===== src/logic/boag_pkg.sv =====
// Package with the register map, field layout and bus carrier of the bit operand address unit.
package boag_pkg;

  localparam int ADDR_W = 23;
  localparam int OFFS_W = 16;
  localparam int SIGN_EXT_W = 23;

  localparam logic [7:0] CTRL_OFFS      = 8'h00;
  localparam logic [7:0] POINTER_OFFS   = 8'h04;
  localparam logic [7:0] TEMP_OFFS      = 8'h08;
  localparam logic [7:0] AUX_ZERO_OFFS  = 8'h0C;
  localparam logic [7:0] BUF_START_OFFS = 8'h10;
  localparam logic [7:0] BIT_SRC_OFFS   = 8'h14;
  localparam logic [7:0] COMMAND_OFFS   = 8'h18;
  localparam logic [7:0] STATUS_OFFS    = 8'h1C;
  localparam logic [7:0] BIT_ADDR_OFFS  = 8'h20;

  localparam int CTRL_COMPAT_POS   = 0;
  localparam int CTRL_CIRC_POS     = 1;
  localparam int CMD_MODE_LSB      = 0;
  localparam int CMD_PAIR_POS      = 2;
  localparam int STAT_FLAG_ONE_POS = 0;
  localparam int STAT_FLAG_TWO_POS = 1;

  localparam logic [31:0] REG_RESET = 32'h0000_0000;

  typedef enum logic [1:0] {
    MODE_INDEXED     = 2'h0,
    MODE_BITREV_INC  = 2'h1,
    MODE_BITREV_DEC  = 2'h2,
    MODE_NONE        = 2'h3
  } boag_mode_e;

  typedef struct packed {
    logic        cyc;
    logic        stb;
    logic        we;
    logic [7:0]  adr;
    logic [3:0]  sel;
    logic [31:0] dat;
  } boag_wb_req_s;

endpackage


===== src/logic/boag_bit_operand_address_gen.sv =====
// Bit operand address generator with its Wishbone register slave.
//
// What this block does
// RL1 - Indexed operand with compat_mode_bit clear addresses pointer plus temp_offset_zero, plus buffer start when circular, and keeps the pointer.
// RL2 - Indexed operand with compat_mode_bit set uses ext_aux_reg_zero as the offset and still keeps the pointer.
// RL3 - A pair test loads the bit at the address into test_flag_one and the bit at address plus one into test_flag_two.
// RL4 - Bit-reversed increment addresses with the unmodified pointer, then adds the offset to the pointer with reverse carry.
// RL5 - Bit-reversed decrement addresses with the unmodified pointer, then subtracts the offset with reverse carry.
// RL6 - Software must not expect circular pointer behaviour from bit-reversed operands.
// RL7 - A circular pointer under a bit-reversed operand adds the sign-extended buffer start to the address and never wraps.
// RL8 - Reverse carry arithmetic runs its carries and borrows from the top bit toward the bottom bit.
`timescale 1ns/100ps

module boag_bit_operand_address_gen
  import boag_pkg::*;
(
  input  wire logic               ref_clk,
  input  wire logic               srst,
  input  wire boag_wb_req_s       wbReq,
  output logic        [31:0]      wbDatO,
  output logic                    wbAckO,
  output logic                    testFlagOne,
  output logic                    testFlagTwo,
  output logic        [ADDR_W-1:0] bitAddress
);

  logic              compatMode;
  logic              circularMode;
  logic [ADDR_W-1:0] extAuxPointer;
  logic [OFFS_W-1:0] tempOffsetZero;
  logic [ADDR_W-1:0] extAuxRegZero;
  logic [OFFS_W-1:0] bufferStartValue;
  logic [31:0]       bitSource;
  logic [2:0]        lastCommand;

  logic              reqTaken;
  logic              wrTaken;
  logic              cmdWrite;
  boag_mode_e        cmdMode;
  logic              cmdPair;
  logic [ADDR_W-1:0] offsetValue;
  logic [ADDR_W-1:0] circBase;
  logic [ADDR_W-1:0] next_bitAddress;
  logic [ADDR_W-1:0] next_pointer;
  logic [31:0]       readWord;
  logic [31:0]       mergedWord;

  // Replaces the byte lanes picked by sel and leaves the others as they were.
  function automatic logic [31:0] laneMerge(input logic [31:0] oldVal, input logic [31:0] newVal,
                                            input logic [3:0] sel);
    logic [31:0] res;
    res = oldVal;
    for (int i = 0; i < 4; i++) begin
      if (sel[i]) begin
        res[i*8 +: 8] = newVal[i*8 +: 8];
      end
    end
    return res;
  endfunction

  // Reverses the bit order of an address word.
  function automatic logic [ADDR_W-1:0] bitMirror(input logic [ADDR_W-1:0] v);
    logic [ADDR_W-1:0] res;
    res = '0;
    for (int i = 0; i < ADDR_W; i++) begin
      res[i] = v[ADDR_W-1-i];
    end
    return res;
  endfunction

  // Mirroring both operands turns an ordinary adder into one whose carries
  // run from the top bit downward, which is cheaper than a custom carry chain.
  function automatic logic [ADDR_W-1:0] reverseCarry(input logic [ADDR_W-1:0] a,
                                                     input logic [ADDR_W-1:0] b,
                                                     input logic subtract);
    logic [ADDR_W-1:0] sum;
    sum = subtract ? bitMirror(a) - bitMirror(b) : bitMirror(a) + bitMirror(b);
    return bitMirror(sum);
  endfunction

  // A request is taken only while ack is low, so each access is one transfer even
  // when the master is slow to release cyc and stb.
  assign reqTaken = wbReq.cyc && wbReq.stb && !wbAckO;
  assign wrTaken  = reqTaken && wbReq.we;
  assign cmdWrite = wrTaken && (wbReq.adr == COMMAND_OFFS) && wbReq.sel[0];
  // Command fields are decoded straight from the write data of the taken cycle.
  assign cmdMode  = boag_mode_e'(wbReq.dat[CMD_MODE_LSB +: 2]);
  assign cmdPair  = wbReq.dat[CMD_PAIR_POS];

  // Circular configuration only adds the sign-extended buffer start; the pointer
  // never wraps, because these operands cannot act as circular pointers.
  always_comb begin
    offsetValue = compatMode ? extAuxRegZero
                             : {{(ADDR_W-OFFS_W){tempOffsetZero[OFFS_W-1]}}, tempOffsetZero}; // [RL1] [RL2]
    circBase = circularMode
             ? {{(SIGN_EXT_W-OFFS_W){bufferStartValue[OFFS_W-1]}}, bufferStartValue}
             : '0; // [RL7]
    next_bitAddress = extAuxPointer + circBase;
    next_pointer    = extAuxPointer;
    unique case (cmdMode)
      MODE_INDEXED: begin
        next_bitAddress = extAuxPointer + circBase + offsetValue; // [RL1] [RL2]
      end
      MODE_BITREV_INC: begin
        next_pointer = reverseCarry(extAuxPointer, offsetValue, 1'b0); // [RL4] [RL8]
      end
      MODE_BITREV_DEC: begin
        next_pointer = reverseCarry(extAuxPointer, offsetValue, 1'b1); // [RL5] [RL8]
      end
      MODE_NONE: begin
        // No operand: the address shows the pointer plus circBase and the flags keep their value.
        next_pointer = extAuxPointer;
      end
    endcase
  end

  // Ack is registered, so every request costs one wait state; in exchange the
  // read multiplexer never sits on a combinational path back to the master.
  always_ff @(posedge ref_clk) begin
    if (srst) begin
      wbAckO <= 1'b0;
    end else begin
      wbAckO <= reqTaken;
    end
  end

  // Unmapped offsets read as zero so that software can probe the map safely.
  always_comb begin
    unique case (wbReq.adr)
      CTRL_OFFS:      readWord = {30'h0000_0000, circularMode, compatMode};
      POINTER_OFFS:   readWord = {{(32-ADDR_W){1'b0}}, extAuxPointer};
      TEMP_OFFS:      readWord = {16'h0000, tempOffsetZero};
      AUX_ZERO_OFFS:  readWord = {{(32-ADDR_W){1'b0}}, extAuxRegZero};
      BUF_START_OFFS: readWord = {16'h0000, bufferStartValue};
      BIT_SRC_OFFS:   readWord = bitSource;
      COMMAND_OFFS:   readWord = {29'h0000_0000, lastCommand};
      STATUS_OFFS:    readWord = {30'h0000_0000, testFlagTwo, testFlagOne};
      BIT_ADDR_OFFS:  readWord = {{(32-ADDR_W){1'b0}}, bitAddress};
      default:        readWord = 32'h0000_0000;
    endcase
  end

  always_ff @(posedge ref_clk) begin
    if (srst) begin
      wbDatO <= REG_RESET;
    end else if (reqTaken && !wbReq.we) begin
      wbDatO <= readWord;
    end
  end

  // Every writable register reads back zero-extended, so merging the write lanes into
  // the read word gives the new value of whichever register is addressed.
  always_comb begin
    mergedWord = laneMerge(readWord, wbReq.dat, wbReq.sel);
  end

  // Status and bit address are results only; writes to them fall into the default
  // branch and are dropped.
  always_ff @(posedge ref_clk) begin
    if (srst) begin
      compatMode       <= 1'b0;
      circularMode     <= 1'b0;
      tempOffsetZero   <= '0;
      extAuxRegZero    <= '0;
      bufferStartValue <= '0;
      bitSource        <= REG_RESET;
    end else if (wrTaken) begin
      unique case (wbReq.adr)
        CTRL_OFFS: begin
          if (wbReq.sel[0]) begin
            compatMode   <= wbReq.dat[CTRL_COMPAT_POS];
            circularMode <= wbReq.dat[CTRL_CIRC_POS];
          end
        end
        TEMP_OFFS: begin
          tempOffsetZero <= mergedWord[OFFS_W-1:0];
        end
        AUX_ZERO_OFFS: begin
          extAuxRegZero <= mergedWord[ADDR_W-1:0];
        end
        BUF_START_OFFS: begin
          bufferStartValue <= mergedWord[OFFS_W-1:0];
        end
        BIT_SRC_OFFS: begin
          bitSource <= mergedWord;
        end
        default: begin
        end
      endcase
    end
  end

  // A command write uses the pointer value from before any update, so a
  // bit-reversed operand addresses with the unmodified pointer.
  always_ff @(posedge ref_clk) begin
    if (srst) begin
      extAuxPointer <= '0;
    end else if (cmdWrite) begin
      extAuxPointer <= next_pointer; // [RL4] [RL5] [RL7]
    end else if (wrTaken && wbReq.adr == POINTER_OFFS) begin
      extAuxPointer <= mergedWord[ADDR_W-1:0];
    end
  end

  // The source word holds 32 bits, so only the low five address bits pick a bit.
  always_ff @(posedge ref_clk) begin
    if (srst) begin
      bitAddress  <= '0;
      testFlagOne <= 1'b0;
      testFlagTwo <= 1'b0;
      lastCommand <= 3'h0;
    end else if (cmdWrite) begin
      bitAddress  <= next_bitAddress;
      lastCommand <= {cmdPair, cmdMode};
      if (cmdPair && cmdMode != MODE_NONE) begin
        testFlagOne <= bitSource[next_bitAddress[4:0]]; // [RL3]
        // The second bit wraps from 31 to 0, as the five-bit index does.
        testFlagTwo <= bitSource[5'(next_bitAddress[4:0] + 5'h01)]; // [RL3]
      end
    end
  end

endmodule


===== config.mk =====
export PLATFORM = sky130hd
export DESIGN_NAME = boag_bit_operand_address_gen
export DESIGN_NICKNAME = d
export VERILOG_FILES = /design/src/logic/boag_pkg.sv /design/src/logic/boag_bit_operand_address_gen.sv
export SDC_FILE = /design/constraint.sdc
export NUM_CORES = 1
export LEC_CHECK = 0
export BUFFER_PORTS_ARGS = -buffer_cell sky130_fd_sc_hd__buf_2
export CELL_PAD_IN_SITES_DETAIL_PLACEMENT = 0
export CELL_PAD_IN_SITES_GLOBAL_PLACEMENT = 2
export CORE_MARGIN = 1
export CORE_UTILIZATION = 39
export DETAILED_ROUTE_END_ITERATION = 12
export MAX_ROUTING_LAYER = met4
export PLACE_DENSITY = 0.92
export SLEW_MARGIN = 20
export SYNTH_ARGS = -nofsm -noshare
export SYNTH_HDL_FRONTEND = slang
export SYNTH_SLANG_ARGS = --single-unit
export TNS_END_PERCENT = 10

===== constraint.sdc =====
create_clock -name ref_clk -period 7.2 [get_ports ref_clk]
set_clock_uncertainty 0.15 [all_clocks]
set_input_delay 1.08 -clock ref_clk [delete_from_list [all_inputs] [get_ports ref_clk]]
set_output_delay 1.08 -clock ref_clk [all_outputs]
set_load 0.01 [all_outputs]

Word-level counts from Yosys, hierarchy flattened
Cells that the tools add are included.

Flip-flop bits (word level): 173. Bits of input ports: 49. Output and inout bits: 58. Word-level logic and storage cells: 67.

Add/subtract/negate cells: 5. Magnitude comparators: 2. Equality and inequality tests: 12. Multiplexer cells: 15. Reduce and logical (&&, ||, !) cells: 20.

Operator list (number): $pmux 32 s9 (1); $mux 23 (5); $add 23x23->23 (3); $pmux 23 s2 (1); $eq 8x5->1 const B (4); $mux 8 (4); $sub 23x23->23 (1); $eq 8x4->1 const B (2); $lt 5x6->1 const B (2); $reduce_and 2->1 (6); $bmux 1 s5 (2); $eq 8x3->1 const B (1); $eq 8x6->1 const B (1); $logic_and 1x1->1 (8); $logic_not 8->1 (1); $add 5x1->5 const B (1); $ne 3x1->1 const B (1); $reduce_and 3->1 (1); $eq 2x1->1 const B (1); $eq 2x2->1 const B (1); $logic_not 1->1 (2); $logic_not 2->1 (1); $mux 1 (2); $ne 2x2->1 const B (1); $reduce_bool 2->1 (1).

Logic depth before layout (Yosys ltp)
Depth after elaboration: 7. Gate-level depth with buffers: 22. Mapped depth without buffers: 21.

Worst setup path after synthesis
No wires, ideal clock.

Kind: reg-to-reg. Start: register circularMode. End: register bitAddress[22]. Setup time: 0.130 ns. Arrival time: 4.324 ns. Data required time: 6.920 ns. Path slack: 2.596 ns. Cell stages (with the launch flop): 23. Path buffers: 1. Period minus slack after synthesis: 4.604 ns. Cell sequence: dfxtp_1 > clkbuf_1 > nand2_1 > inv_1 > ha_1 > a211oi_1 > nor4_1 > or2_2 > a21bo_2 > o221ai_1 > nor2_1 > nor2_1 > xnor2_1 > ha_1 > a21oi_1 > nor2b_1 > nor4_1 > o21ai_0 > a311o_1 > a21oi_1 > xnor2_1 > xnor2_1 > o31ai_1.

Longest elaborated chain between the ends: 4.

RTL lines: start, declared (line boag_bit_operand_address_gen.sv:28) `logic circularMode;`; start signal, assigned (line boag_bit_operand_address_gen.sv:172) `circularMode <= wbReq.dat[CTRL_CIRC_POS];`; $mux 23 * (line boag_bit_operand_address_gen.sv:96) `? {{(SIGN_EXT_W-OFFS_W){bufferStartValue[OFFS_W-1]}}, bufferStartValue}`; $add 23x23->23 * (line boag_bit_operand_address_gen.sv:98, boag_bit_operand_address_gen.sv:102); $add 23x23->23 (line boag_bit_operand_address_gen.sv:102) `next_bitAddress = extAuxPointer + circBase + offsetValue;`; $mux 23 * (line boag_bit_operand_address_gen.sv:100) `unique case (cmdMode)`; end signal, assigned (line boag_bit_operand_address_gen.sv:213) `bitAddress <= next_bitAddress;`; end, declared (line boag_bit_operand_address_gen.sv:24) `output logic [ADDR_W-1:0] bitAddress`.

Every way passes the cells marked *; elsewhere a longest branch is shown, timed or not. A chain may end at the register's enable or synchronous reset.

Final worst setup path
Same ends and word-level chain as after synthesis.

==> flow_summary.ini <==
[floorplan]
fp-row-count = 66
die_area_um2 = 34500
die-width_um = 186
pin_count = 107
die_h_um = 186
start_util_pct = 40.1
fp.coreArea_um2 = 32900

[logic_synthesis]
yosys.area.top_type = dfxtp_1
async_flop_share_pct = 0
synth_edf_count = 0
synth.yosys.warnings = 0
synth_most_common_cell = nand2_1
netlist-cell-type-count = 79
synth_fp_nets = 1907
synth_area_per_cell_um2 = 7.47
synth_top_area_share_pct = 26.3
synth_area_leaders = dfxtp_1, ha_1, a21oi_1, nand2_1, nor2_1
ys_seq_elements = 173
synthCells = 1762
synthesis.area_um2 = 13200
dominantRegCellSynth = dfxtp_1
synthTopCellsByCount = nand2_1, a21oi_1, dfxtp_1
ys_seq_area_share_pct = 26.3

[clock_tree]
numCtsBuffers = 17
ctsResizeCount = 0
cts_tree = done
clk_latency_ns = 0.44
cts_root_buf = clkbuf_16
clock_sinks = 173
clkTransAtPathRegs_ns = 0.07
hold_buffers = 0
clock_path_buffers = 2
htree_levels = 4
cts_setup_buffers = 0

[timing]
rsz0062_at_grt = false
fin_crit_sh_pct = 76.5
fmax_mhz = 182
setup_violations = 0
tightest_slew_ns = 1.07
hold_viol = 0
whs_ns = 0.300
post-route-min-period_ns = 5.51
setup-tns-final_ns = 0
max-slew-margin-rel_pct = 28.8
slew_viol_final = 0

[cells_and_area]
drive_above_1_share_pct = 12.0
post-route-util_pct = 44.6
antenna-diode-count = 0
syn2layout_area_growth_pct = 11.3
nets = 1943
stdcell_area_um2 = 14700

[detailed_routing]
drtIter0Drc = 1113
via_count = 13286
ant_nets = 0
wire_per_inst_um = 20.7
dr.pass1.iters = 8
viasPerCell = 5.90
drc = 0
wl_mm = 46.7

[grt]
grt_pass1_wl_mm = 71.5
grt_pass1_vias = 12515
grt-ovfl-total = 0
grt_max_degree = 87
track_usage_pct = 27.9
antenna_found_initial = 0

[place]
gp_congestion = 0.915
dp_hpwl_mm = 35.0
numPortBuffers = 106
place_area_um2 = 14000

[job]
max_cap_viol_count = 0

[critical_path]
cp-start-kind = register
cpLargestDelayFamily = compound AO/OA/AOI/OAI gates
cp.arrival_ns = 5.66
crit_chain = nand2_1 -> inv_1 -> ha_1 -> a211oi_1 -> nor4_1 -> or2_2 -> a21bo_2 -> o221ai_1 -> nor2_1 -> nor2_1 -> xnor2_1 -> ha_1 -> a21oi_1 -> nor2b_1 -> nor4_1 -> o21ai_0 -> a311o_1 -> a21oi_1 -> xnor2_1 -> xnor2_1 -> o31ai_1
critPathBufInv = 1
required_ns = 7.35
worstPathMaxFanout = 18
cp_common_cell = xnor2_1
worst-setup-path-type = reg2reg
cp_slowest_cell = dfxtp_1
cp-end-kind = register
worst_path_largest_cell_delay_ns = 0.67

[power_and_ir_drop]
leakagePower_nw = 6.12
power_density_nw_per_um2 = 144
ir_worst_vdd_v = 0.000167

[status]
status = finished clean

[min_path]
hp-class = reg2reg
-- cell usage in the layout (no fill, tap or decap), drive strengths merged, types with 49 or more instances in the layout --
cell type / netlist / final
a21oi: 218 / 218
nor3: 49 / 49
nor2: 142 / 142
inv: 75 / 77
ha: 92 / 92
dfxtp: 173 / 173
o21ai: 73 / 73
nand2: 276 / 276
buf: 31 / 128
nand3: 49 / 49
-- layout make-up --
type | instances | area, µm²
Clock buffer | 19 | 453
Timing Repair Buffer | 128 | 698
Sequential cell | 173 | 3460
Clock inverter | 13 | 188
Tap cell | 442 | 553
Fill cell | 3480 | 18200
Inverter | 76 | 285
Multi-Input combinational cell | 1402 | 9020
-- state kept, by name, summed over array words and instances (netlist names), 3 cells and up --
signal	cells
extAuxPointer	23
bitSource	32
extAuxRegZero	23
tempOffsetZero	16
bufferStartValue	16
bitAddress	23
lastCommand	3
wbDatO	32
-- per-layer routing --
layer	up-vias	part of all wire [%]	track usage, %	wire (µm)
met5	-	0	-	0
met4	0	3.5	10.0	1620
met3	83	5.0	2.92	2320
met2	452	47	45.6	22000
met1	6347	44	35.7	20700
li1	6404	-	-	-
-- cell families after synthesis --
kind of cell	synth area share (%)
and+or+nand+nor	22.7
AOI/OAI and AO/OA	26.0
buffers and inverters	5.61
DFF	26.3
adders and majority gates	9.35
muxes	6.64
xor gates and xnor gates	3.39
-- worst reg2reg max path, cell delays in order (launching register included) --
cell and delay [ns]:
dfxtp_1 0.67, nand2_1 0.18, inv_1 0.09, ha_1 0.24
a211oi_1 0.38, nor4_1 0.11, or2_2 0.35, a21bo_2 0.23
o221ai_1 0.33, nor2_1 0.09, nor2_1 0.12, xnor2_1 0.18
ha_1 0.32, a21oi_1 0.25, nor2b_1 0.08, nor4_1 0.49
o21ai_0 0.20, a311o_1 0.34, a21oi_1 0.19, xnor2_1 0.16
xnor2_1 0.14, o31ai_1 0.08
-- final timing paths --
kind / from / slack [ns] / depth (start not counted) / endpoint
worst max-delay path: circularMode / 1.69 / 21 / bitAddress[22]
worst min-delay path: wbDatO[25] / 0.30 / 2 / wbDatO[25]
worst max register to register: circularMode / 1.69 / 21 / bitAddress[22]
worst min register to register: wbDatO[25] / 0.30 / 2 / wbDatO[25]
-- power breakdown --
group | switching [mW] | internal, mW | total [mW]
Sequential | 0.00229 | 0.960 | 0.962
Combinational | 0.0868 | 0.0393 | 0.126
Clock | 0.426 | 0.603 | 1.03
Total | 0.515 | 1.60 | 2.12
-- through the flow --
step / power (mW) / instances / worst slack (ns)
after floorplan: 1.06 / 1762 / 2.60
after global placement: 1.11 / 2221 / 2.05
after detailed placement: 1.11 / 2221 / 1.78
after CTS: 2.13 / 2253 / 1.72
after global routing: 2.18 / 2253 / 1.12
final: 2.12 / 2253 / 1.69
(Power assumes the default switching activity.)
